`src/sgx_pkg.sv`:
```
`default_nettype none
package sgx_pkg;
  localparam int NPINS = 8;
  localparam int CMD_RW_BIT = 7;
  localparam int CMD_OFS_HI = 6;
  localparam int CMD_OFS_LO = 1;
  localparam int BIT_CNT_W = 3;
  localparam logic [2:0] BIT_LAST = 3'h7;
  localparam int CLK_PERIOD_NS = 50;
  localparam int RST_MIN_NS = 40;
  // least time rounds up, never below one cycle
  localparam int RST_MIN_CYC_RAW = (RST_MIN_NS + CLK_PERIOD_NS - 1) / CLK_PERIOD_NS;
  localparam int RST_MIN_CYC = (RST_MIN_CYC_RAW < 1) ? 1 : RST_MIN_CYC_RAW;
  localparam logic [2:0] RST_CNT_LAST = RST_MIN_CYC[2:0];
  // register offsets (6-bit)
  localparam logic [5:0] OFS_INPUT = 6'h00;
  localparam logic [5:0] OFS_OUT_LVL = 6'h01;
  localparam logic [5:0] OFS_POLARITY = 6'h02;
  localparam logic [5:0] OFS_DIR = 6'h03;
  localparam logic [5:0] OFS_PULLUP = 6'h04;
  localparam logic [5:0] OFS_IRQ_EN = 6'h05;
  localparam logic [5:0] OFS_TRISTATE = 6'h06;
  localparam logic [5:0] OFS_IRQ_STAT = 6'h07;
  localparam logic [5:0] OFS_RISE_EN = 6'h08;
  localparam logic [5:0] OFS_FALL_EN = 6'h09;
  localparam logic [7:0] RST_ZERO = 8'h00;
  localparam logic [7:0] RST_ONES = 8'hFF;
  localparam logic [7:0] RD_UNMAPPED = 8'h00;
  typedef enum logic [1:0] {SGX_CMD, SGX_DATA} sgx_phase_t;
endpackage
`default_nettype wire

```
`src/sgx_expander.sv`:
```
`default_nettype none
module sgx_expander (
  input wire logic clk_in,
  input wire logic rst_in,
  input wire logic reset_n_in,
  input wire logic spi_sclk_in,
  input wire logic spi_cs_n_in,
  input wire logic spi_si_in,
  output logic spi_so_out,
  input wire logic [sgx_pkg::NPINS-1:0] gpio_pins_in,
  output logic [sgx_pkg::NPINS-1:0] gpio_pins_out,
  output logic [sgx_pkg::NPINS-1:0] gpio_pins_oe_out,
  output logic [sgx_pkg::NPINS-1:0] gpio_pullup_en_out,
  output logic irq_n_out,
  output logic irq_n_oe_out
);
  import sgx_pkg::*;

  // three-stage samplers for every async input
  logic [2:0] sclk_s_ff, cs_s_ff, si_s_ff, rstn_s_ff;
  logic [2:0] pin_s_ff [NPINS];
  logic sclk_ff, cs_n_ff, si_ff, rstn_ff;
  logic [NPINS-1:0] pin_ff;
  logic sclk_prev_ff;

  always_ff @(posedge clk_in) begin
    if (rst_in) begin
      sclk_s_ff <= 3'h0;
      cs_s_ff <= 3'h7;
      si_s_ff <= 3'h0;
      rstn_s_ff <= 3'h7;
      sclk_ff <= 1'b0;
      cs_n_ff <= 1'b1;
      si_ff <= 1'b0;
      rstn_ff <= 1'b1;
      sclk_prev_ff <= 1'b0;
    end else begin
      sclk_s_ff <= {sclk_s_ff[1:0], spi_sclk_in};
      cs_s_ff <= {cs_s_ff[1:0], spi_cs_n_in};
      si_s_ff <= {si_s_ff[1:0], spi_si_in};
      rstn_s_ff <= {rstn_s_ff[1:0], reset_n_in};
      if (sclk_s_ff[1] == sclk_s_ff[2]) sclk_ff <= sclk_s_ff[2];
      if (cs_s_ff[1] == cs_s_ff[2]) cs_n_ff <= cs_s_ff[2];
      if (si_s_ff[1] == si_s_ff[2]) si_ff <= si_s_ff[2];
      if (rstn_s_ff[1] == rstn_s_ff[2]) rstn_ff <= rstn_s_ff[2];
      sclk_prev_ff <= sclk_ff;
    end
  end

  genvar gi;
  generate
    for (gi = 0; gi < NPINS; gi++) begin : g_pin_sync
      always_ff @(posedge clk_in) begin
        if (rst_in) begin
          pin_s_ff[gi] <= 3'h0;
          pin_ff[gi] <= 1'b0;
        end else begin
          pin_s_ff[gi] <= {pin_s_ff[gi][1:0], gpio_pins_in[gi]};
          if (pin_s_ff[gi][1] == pin_s_ff[gi][2]) pin_ff[gi] <= pin_s_ff[gi][2];
        end
      end
    end
  endgenerate

  // pin reset must stay low for at least the minimum before it counts
  logic [2:0] rst_cnt_ff;
  logic pin_rst;
  always_ff @(posedge clk_in) begin
    if (rst_in || rstn_ff) rst_cnt_ff <= 3'h0;
    else if (rst_cnt_ff != RST_CNT_LAST) rst_cnt_ff <= rst_cnt_ff + 3'h1;
  end
  assign pin_rst = rst_in || (rst_cnt_ff == RST_CNT_LAST);

  logic sclk_rise, sclk_fall;
  assign sclk_rise = sclk_ff && !sclk_prev_ff;
  assign sclk_fall = !sclk_ff && sclk_prev_ff;

  // serial engine
  sgx_phase_t phase_ff;
  logic [BIT_CNT_W-1:0] bit_cnt_ff;
  logic [7:0] shin_ff, shout_ff;
  logic rd_ff;
  logic [5:0] ofs_ff;
  logic [7:0] nxt_byte;
  logic byte_done;
  logic data_seen_ff;
  logic wr_stb, rd_stb;
  logic [7:0] rd_data;

  assign nxt_byte = {shin_ff[6:0], si_ff};
  assign byte_done = !cs_n_ff && sclk_rise && (bit_cnt_ff == BIT_LAST);
  // no auto-increment: bytes after the first data byte are dropped
  assign wr_stb = byte_done && (phase_ff == SGX_DATA) && !rd_ff && !data_seen_ff;
  // read strobe when the command byte ends: read data is latched then
  assign rd_stb = byte_done && (phase_ff == SGX_CMD) && nxt_byte[CMD_RW_BIT];

  always_ff @(posedge clk_in) begin
    if (rst_in || cs_n_ff) begin
      phase_ff <= SGX_CMD;
      bit_cnt_ff <= '0;
      shin_ff <= RST_ZERO;
      rd_ff <= 1'b0;
      ofs_ff <= 6'h00;
      data_seen_ff <= 1'b0;
    end else if (sclk_rise) begin
      shin_ff <= nxt_byte;
      bit_cnt_ff <= bit_cnt_ff + 3'h1;
      if (byte_done && phase_ff == SGX_DATA) data_seen_ff <= 1'b1;
      if (byte_done && phase_ff == SGX_CMD) begin
        phase_ff <= SGX_DATA;
        rd_ff <= nxt_byte[CMD_RW_BIT];
        ofs_ff <= nxt_byte[CMD_OFS_HI:CMD_OFS_LO];
      end
    end
  end

  // output shifter: load on read strobe, shift on falling edge
  always_ff @(posedge clk_in) begin
    if (rst_in || cs_n_ff) begin
      shout_ff <= RST_ZERO;
      spi_so_out <= 1'b0;
    end else if (rd_stb) begin
      shout_ff <= rd_data;
    end else if (sclk_fall && phase_ff == SGX_DATA && rd_ff) begin
      spi_so_out <= shout_ff[7];
      shout_ff <= {shout_ff[6:0], 1'b0};
    end
  end

  // configuration registers
  logic [7:0] out_lvl_ff, pol_ff, dir_ff, pullup_ff, irq_en_ff, tri_ff, rise_ff, fall_ff;
  always_ff @(posedge clk_in) begin
    if (pin_rst) begin
      out_lvl_ff <= RST_ZERO;
      pol_ff <= RST_ZERO;
      dir_ff <= RST_ZERO;
      pullup_ff <= RST_ZERO;
      irq_en_ff <= RST_ZERO;
      tri_ff <= RST_ZERO;
      rise_ff <= RST_ZERO;
      fall_ff <= RST_ZERO;
    end else if (wr_stb) begin
      case (ofs_ff)
        OFS_OUT_LVL: out_lvl_ff <= nxt_byte;
        OFS_POLARITY: pol_ff <= nxt_byte;
        OFS_DIR: dir_ff <= nxt_byte;
        OFS_PULLUP: pullup_ff <= nxt_byte;
        OFS_IRQ_EN: irq_en_ff <= nxt_byte;
        OFS_TRISTATE: tri_ff <= nxt_byte;
        OFS_RISE_EN: rise_ff <= nxt_byte;
        OFS_FALL_EN: fall_ff <= nxt_byte;
        default: ;
      endcase
    end
  end

  // input state and interrupt tracking
  logic [7:0] in_state, pend_ff, ref_ff;
  assign in_state = pin_ff ^ pol_ff;
  logic in_rd;
  assign in_rd = rd_stb && (nxt_byte[CMD_OFS_HI:CMD_OFS_LO] == OFS_INPUT);

  generate
    for (gi = 0; gi < NPINS; gi++) begin : g_irq
      logic rise_ev, fall_ev, trig;
      assign rise_ev = in_state[gi] && !ref_ff[gi];
      assign fall_ev = !in_state[gi] && ref_ff[gi];
      assign trig = !dir_ff[gi] && irq_en_ff[gi]
                    && ((rise_ev && rise_ff[gi]) || (fall_ev && fall_ff[gi]));
      always_ff @(posedge clk_in) begin
        if (pin_rst) begin
          pend_ff[gi] <= 1'b0;
          ref_ff[gi] <= 1'b0;
        end else if (pend_ff[gi]) begin
          // reference holds pre-change level until cleared
          if (in_state[gi] == ref_ff[gi]) pend_ff[gi] <= 1'b0;
          else if (in_rd) begin
            pend_ff[gi] <= 1'b0;
            ref_ff[gi] <= in_state[gi];
          end
        end else if (trig) begin
          pend_ff[gi] <= 1'b1;
        end else begin
          ref_ff[gi] <= in_state[gi];
        end
      end
    end
  endgenerate

  always_comb begin
    case (nxt_byte[CMD_OFS_HI:CMD_OFS_LO])
      OFS_INPUT: rd_data = in_state;
      OFS_OUT_LVL: rd_data = out_lvl_ff;
      OFS_POLARITY: rd_data = pol_ff;
      OFS_DIR: rd_data = dir_ff;
      OFS_PULLUP: rd_data = pullup_ff;
      OFS_IRQ_EN: rd_data = irq_en_ff;
      OFS_TRISTATE: rd_data = tri_ff;
      OFS_IRQ_STAT: rd_data = pend_ff;
      OFS_RISE_EN: rd_data = rise_ff;
      OFS_FALL_EN: rd_data = fall_ff;
      default: rd_data = RD_UNMAPPED;
    endcase
  end

  // pin drivers registered so pins never glitch on decode
  always_ff @(posedge clk_in) begin
    if (pin_rst) begin
      gpio_pins_out <= RST_ZERO;
      gpio_pins_oe_out <= RST_ZERO;
      gpio_pullup_en_out <= RST_ZERO;
      irq_n_out <= 1'b0;
      irq_n_oe_out <= 1'b0;
    end else begin
      gpio_pins_out <= out_lvl_ff;
      gpio_pins_oe_out <= dir_ff & ~tri_ff;
      gpio_pullup_en_out <= pullup_ff;
      irq_n_out <= 1'b0;
      irq_n_oe_out <= |(pend_ff & irq_en_ff);
    end
  end
endmodule
`default_nettype wire

```
`config.mk`:
```
export PLATFORM = sky130hd
export DESIGN_NAME = sgx_expander
export DESIGN_NICKNAME = d
export VERILOG_FILES = /design/src/sgx_pkg.sv /design/src/sgx_expander.sv
export SDC_FILE = /design/constraint.sdc
export NUM_CORES = 1
export LEC_CHECK = 0
export BUFFER_PORTS_ARGS = -buffer_cell sky130_fd_sc_hd__buf_2
export CAP_MARGIN = 40
export CORE_AREA = 3 3 152 154
export CTS_BUF_LIST = sky130_fd_sc_hd__clkbuf_4
export DETAILED_ROUTE_END_ITERATION = 10
export DIE_AREA = 0 0 155 157
export HOLD_SLACK_MARGIN = 0.1
export PLACE_DENSITY = 0.47
export SETUP_SLACK_MARGIN = 0.02
export SYNTH_ARGS = -nofsm -noshare
export SYNTH_HDL_FRONTEND = slang
export SYNTH_SLANG_ARGS = --single-unit
```
`constraint.sdc`:
```
create_clock -name clk_in -period 2.55 [get_ports clk_in]
set_input_delay 0.255 -clock clk_in [delete_from_list [all_inputs] [get_ports clk_in]]
set_output_delay 0.255 -clock clk_in [all_outputs]
set_load 0.02 [all_outputs]
```
==> out/results.ini, run 1 <==
[floorplan]
die_w_microns=155
fp.coreArea_sq_um=21800
die_h_microns=157
die_area_sq_um=24300
io_pins=41
rows=54
initial_core_util=0.351

[sta]
setup_viol_count_final=0
final_critical_path_setup_slack_ps=219
layout_worst_path_cycle_share=0.914
worst_slew_pin_slew_ps=914
final_hold_viol_count=0
skew_ps=26.6
setup_total_negative_slack_ps=0
rsz0062_at_grt=no
final.min_clock_period_ps=2330
maxClockFrequency_mhz=429
max_slew_margin=0.389
hold_ws_ps=388
slew_violations=0

[placement]
port_buffers=39
placement.setup.worst_slack_ps=337
detailed_place_hpwl_microns=15700
numPlacedInstances=1135
final_gp_congestion=0.872

[run_status]
status=complete, no violations

[logic_synthesis]
ys.warnings.count=0
avgSynthCellArea_sq_um=9.15
synth.yosys.seq_area_share=0.484
synth.most_common_cell=sky130_fd_sc_hd__dfxtp_1
synth_enable_flop_cells=0
synth_flop_cell=sky130_fd_sc_hd__dfxtp_1
synth.area.top_cells=sky130_fd_sc_hd__dfxtp_1, sky130_fd_sc_hd__mux2i_1, sky130_fd_sc_hd__nand2_1
netlist_top_cells_count=sky130_fd_sc_hd__dfxtp_1, sky130_fd_sc_hd__nand2_1, sky130_fd_sc_hd__o21ai_0, sky130_fd_sc_hd__a21oi_1, sky130_fd_sc_hd__nor2_1
synth_seq_cells=185
synth_area_leader=sky130_fd_sc_hd__dfxtp_1
synth_top_area_share=0.484
yosysUniqueCellTypes=62
async_reset_ff_frac=0
postSynthCellCount=837
total_standard_cell_area_after_synthesis_sq_um=7660
syn_nets=871

[worst_setup_path]
worstSetupEndpointType=flip-flop
critPathLaunchType=flip-flop
path_max_fanout=11
path_class=flip-flop to flip-flop
endpoint_required_time_on_the_critical_path_ps=3050
critical_path_at_ps=2830

[clock_network]
clock_sink_count=185
clockBufferDepth=2
postCtsResizedCells=0
worstSkewPairLatency_ps=580
cts_root_buffer=sky130_fd_sc_hd__clkbuf_4
tritoncts.num_buffers=17
cts-htree-levels=4
cts.clk_slew.worst_paths_ps=150
clock_tree_from_tritoncts=done

[detailed_routing]
drc=0
via_cell_ratio=5.21
detailedRoute.firstIterationViolations=387
dr.pass1.iters=6
vias=6156
routed_wire_length_per_instance_microns=18.3
postRouteAntennaNets=0
postRouteWirelength_microns=21700

[finish]
final_layout_size_suffix_gt1_frac=0.143
total_area_of_multi_input_combinational_cells_sq_um=3660
layout.filler_cells=2202
post_layout_nonfiller_instances=1181
layout.area.seq_sq_um=3700
largest_register_ff_count=24
largest-register=pin_s_ff
final_net_count=923
area_growth_pct=13.5

[grt]
global_route_wire_length_before_repair_microns=34100
grt.met3_usage=0.0423
grt_start_max_net_pins=66
grt.met1_usage=0.233
grt_use_total=0.181
first_global_vias=6088
met2_usage=0.297
grt.overflow.total=0
global_route.peak_usage_layer=met2
grt_antenna_before_repair=1

[power_and_ir_drop]
worst_ir_drop_vdd_mv=0.279
power_per_cell_area_nw_per_um2=525
p_leak_nw=3.17
power_w=0.00457

[worst_hold_path]
hold_path_class=input pin to flip-flop

[run]
number_of_max_cap_violations=0

==> per-stage QoR <==
step | area [sq um] | util
after floorplan | 7660 | -
after global placement | 8280 | 0.380
after detailed placement | 8280 | 0.380
after CTS | 8690 | 0.398
after global routing | 8690 | 0.398
final | 8690 | 0.398
==> cell usage in the layout (no fill, tap or decap), types with 7 or more instances in the layout <==
cell type | synthesis | final
sky130_fd_sc_hd__a211oi_1 | 10 | 10
sky130_fd_sc_hd__a21oi_1 | 53 | 53
sky130_fd_sc_hd__a22o_1 | 9 | 9
sky130_fd_sc_hd__a31oi_1 | 8 | 8
sky130_fd_sc_hd__a41o_1 | 8 | 8
sky130_fd_sc_hd__and2_1 | 17 | 17
sky130_fd_sc_hd__buf_2 | 6 | 39
sky130_fd_sc_hd__buf_4 | 1 | 31
sky130_fd_sc_hd__clkbuf_4 | 0 | 18
sky130_fd_sc_hd__dfxtp_1 | 185 | 185
sky130_fd_sc_hd__dlygate4sd3_1 | 0 | 15
sky130_fd_sc_hd__ha_1 | 20 | 20
sky130_fd_sc_hd__inv_1 | 21 | 21
sky130_fd_sc_hd__mux2i_1 | 41 | 41
sky130_fd_sc_hd__nand2_1 | 84 | 84
sky130_fd_sc_hd__nand3_1 | 45 | 45
sky130_fd_sc_hd__nand3b_1 | 8 | 8
sky130_fd_sc_hd__nor2_1 | 52 | 52
sky130_fd_sc_hd__nor2b_1 | 42 | 41
sky130_fd_sc_hd__nor3_1 | 7 | 7
sky130_fd_sc_hd__nor3b_1 | 15 | 15
sky130_fd_sc_hd__o21ai_0 | 54 | 54
sky130_fd_sc_hd__or2_2 | 8 | 8
sky130_fd_sc_hd__xor2_1 | 7 | 7
==> layer usage <==
metal / wire length [microns] / vias up
met4: 548 / 0
met5: 0 / -
met3: 1170 / 31
met2: 10300 / 174
li1: - / 3034
met1: 9590 / 2917
==> worst max-delay path: stages (launching register included) <==
cell and delay (ps):
sky130_fd_sc_hd__dfxtp_1 540, sky130_fd_sc_hd__nor3_1 650, sky130_fd_sc_hd__nand3_1 290, sky130_fd_sc_hd__o22ai_1 420, sky130_fd_sc_hd__o31ai_1 140, sky130_fd_sc_hd__a31oi_1 210
==> report_power, final <==
group | total [W] | leakage [nW] | switching, W | internal, W
Sequential | 0.00292 | 1.50 | 0.00000887 | 0.00292
Clock | 0.00154 | 0.131 | 0.00104 | 0.000500
Combinational | 0.000103 | 1.54 | 0.0000573 | 0.0000461
==> final timing paths <==
check                                     from              to  slack, ps  depth (start not counted)
worst max-delay path                shin_ff[4]     shout_ff[5]        220                          5
worst min-delay path               spi_cs_n_in      cs_s_ff[0]        390                          3
worst max register to register      shin_ff[4]     shout_ff[5]        220                          5
worst min register to register  pin_s_ff[0][0]  pin_s_ff[0][1]        440                          1
==> cell families (layout without fill, tap and decap cells) <==
group | count (synthesis) | count (layout) | synth area share
multiplexers | 46 | 46 | 0.0609
flip-flops | 185 | 185 | 0.484
XOR/XNOR | 11 | 11 | 0.0126
other | 1 | 2 | 0.000490
AND/OR/NAND/NOR | 318 | 318 | 0.225
AO/OA/AOI/OAI | 178 | 178 | 0.145
buffers and inverters | 78 | 141 | 0.0399
adder cells (fa/ha/maj) | 20 | 20 | 0.0327
==> cell type report <==
type,count,share of cell area
diodes,1,0.000288
clock buffers,18,0.0155
clock inverters,12,0.0138
inverters,23,0.00993
multi-input cells,574,0.421
flip-flops and latches,185,0.426
well taps,280,0.0403
repair buffers,88,0.0734
==> timing repair <==
action                                 CTS  global route
hold buffers                            15             0
endpoints found under the hold margin   18             0
setup endpoints to repair                0             0
setup buffers                            0             0
Note: power is estimated with default switching activity, not from simulation.
==> run 2, diff against run 1 <==
==> constraint.sdc (replaced) <==
create_clock -name clk_in -period 2.2 [get_ports clk_in]
set_input_delay 0.22 -clock clk_in [delete_from_list [all_inputs] [get_ports clk_in]]
set_output_delay 0.22 -clock clk_in [all_outputs]
set_load 0.02 [all_outputs]
==> out/results.ini, run 2 (synthesis gave the netlist of run 1 again) <==
[run_status]
status=complete, no violations

[power_and_ir_drop]
power_w=0.00527  ; +15%
worst_ir_drop_vdd_mv=0.260  ; -6.5%
p_leak_nw=3.28  ; +3.4%
power_per_cell_area_nw_per_um2=595  ; +13%

[worst_hold_path]
worstHoldStart=spi_cs_n_in
hold_path_depth=3  ; unchanged
hold_path_end=cs_s_ff[0]
hold_path_class=input pin to flip-flop

[grt]
grt_start_max_net_pins=66  ; unchanged
grt_use_total=0.179  ; -0.00115
grt.overflow.total=0  ; unchanged
first_global_vias=6087  ; -0.016%
grt_antenna_before_repair=1  ; unchanged
global_route_wire_length_before_repair_microns=34200  ; +0.24%

[worst_setup_path]
rr_endpoint=ref_ff[7]
worstSetupEndpointType=flip-flop
path_class=flip-flop to flip-flop
critical_path_at_ps=2520  ; -310 ps
critPathLaunchType=flip-flop
reg2reg_slack_ps=150  ; -70 ps
r2r-start=bit_cnt_ff[0]
path_max_fanout=16  ; +5
reg2regPathDepth=8  ; +3
endpoint_required_time_on_the_critical_path_ps=2670  ; -380 ps

[floorplan]
rows=54  ; unchanged
die_area_sq_um=24300  ; unchanged
initial_core_util=0.351  ; unchanged
io_pins=41  ; unchanged
die_w_microns=155  ; unchanged
fp.coreArea_sq_um=21800  ; unchanged
die_h_microns=157  ; unchanged

[sta]
skew_ps=31.4  ; +4.77 ps
max_slew_margin=0.465  ; +0.0757
worst_slew_pin_slew_ps=801  ; -113 ps
setup_viol_count_final=0  ; unchanged
layout_worst_path_cycle_share=0.931  ; +0.0175
final.min_clock_period_ps=2050  ; -281 ps
final_critical_path_setup_slack_ps=151  ; -68.5 ps
hold_ws_ps=371  ; -16.6 ps
slew_violations=0  ; unchanged
final_hold_viol_count=0  ; unchanged
setup_total_negative_slack_ps=0  ; unchanged
maxClockFrequency_mhz=488  ; +14%
rsz0062_at_grt=yes

[detailed_routing]
dr.pass1.iters=5  ; -1
routed_wire_length_per_instance_microns=17.9  ; -2.4%
met3WireLength_microns=1050  ; -11%
postRouteWirelength_microns=21400  ; -0.99%
met2_wirelength_microns=9880  ; -4.5%
uppermost_layer_routed=met4
via_cell_ratio=5.28  ; +1.4%
route.layer.met1.wl_microns=9760  ; +1.8%
vias=6330  ; +2.8%
postRouteAntennaNets=0  ; unchanged
detailedRoute.firstIterationViolations=441  ; +14%
drc=0  ; unchanged

[clock_network]
clock_tree_from_tritoncts=done
worstSkewPairLatency_ps=570  ; about the same
clock_sink_count=185  ; unchanged
cts-htree-levels=4  ; unchanged
tritoncts.num_buffers=17  ; unchanged
cts_root_buffer=sky130_fd_sc_hd__clkbuf_4
cts_setup_buffers=0  ; unchanged
clockBufferDepth=2  ; unchanged
cts.clk_slew.worst_paths_ps=160  ; about the same

[placement]
numPlacedInstances=1150  ; +1.3%
port_buffers=39  ; unchanged
detailed_place_hpwl_microns=15700  ; +0.16%
placement.setup.worst_slack_ps=26.5  ; -310 ps
final_gp_congestion=0.902  ; +3.5%

[run]
number_of_max_cap_violations=0  ; unchanged

[finish]
largest_register_ff_count=24  ; unchanged
final_layout_size_suffix_gt1_frac=0.165  ; +0.0213
largest-register=pin_s_ff
layout.cells.most_common_list=sky130_fd_sc_hd__dfxtp_1, sky130_fd_sc_hd__nand2_1, sky130_fd_sc_hd__a21oi_1, sky130_fd_sc_hd__nor2_1, sky130_fd_sc_hd__o21ai_0
layout.filler_cells=2208  ; +0.27%
final_common_cell=sky130_fd_sc_hd__dfxtp_1
final_net_count=939  ; +1.7%
area_growth_pct=15.6
post_layout_nonfiller_instances=1198  ; +1.4%

[run 2: power breakdown]
group / switching (W) / total (W) / internal [W]
registers: 0.0000103 / 0.00339 / 0.00338
clock network: 0.00119 / 0.00176 / 0.000563
logic: 0.0000653 / 0.000120 / 0.0000547
[run 2: repair_timing]
| action | in CTS | in global routing |
|---|---|---|
| pin swaps | 0 | 1 |
| endpoints found under the hold margin | 22 | 0 |
| resized for setup | 1 | 10 |
| hold buffers | 16 | 0 |
| endpoints found under the setup margin | 8 | 44 |
| cloned | 0 | 0 |
[run 2: worst max-delay path, cell delays in order, from the launching register on]
cell and delay (ps):
sky130_fd_sc_hd__dfxtp_1 390, sky130_fd_sc_hd__ha_1 170, sky130_fd_sc_hd__ha_1 160, sky130_fd_sc_hd__and4bb_4 300, sky130_fd_sc_hd__nand4_1 150, sky130_fd_sc_hd__buf_12 210
sky130_fd_sc_hd__o21ai_0 230, sky130_fd_sc_hd__a211oi_1 130, sky130_fd_sc_hd__a41o_1 210
[run 2: worst max-delay path by stage]
stage / start / endpoint
floorplan: bit_cnt_ff[0] / irq_en_ff[6]
global placement: bit_cnt_ff[0] / pol_ff[4]
detailed placement: bit_cnt_ff[0] / pol_ff[2]
CTS: bit_cnt_ff[0] / dir_ff[5]
global route: bit_cnt_ff[0] / ref_ff[0]
finish: bit_cnt_ff[0] / ref_ff[7]
[run 2: routing by layer]
layer  up-vias  global-route usage
met4         0              0.0690
li1       3068                   -
met1      3027               0.237
met3        41              0.0352
met5         -                   0
met2       194               0.291
[run 2: area by class of cell]
cell class	instances	area, sq um	area share
multi-input cells	574	3690	0.417
flip-flops and latches	185	3700	0.418
clock inverters	14	124	0.0140
diodes	1	2.50	0.000283
well taps	280	350	0.0396
repair buffers	104	773	0.0873
inverters	23	86.3	0.00975
clock buffers	17	128	0.0144
[run 2: metrics by stage]
step | util | area, sq um
floorplan | - | 7660
global placement | 0.385 | 8410
detailed placement | 0.385 | 8410
CTS | 0.404 | 8830
global route | 0.406 | 8860
finish | 0.406 | 8860
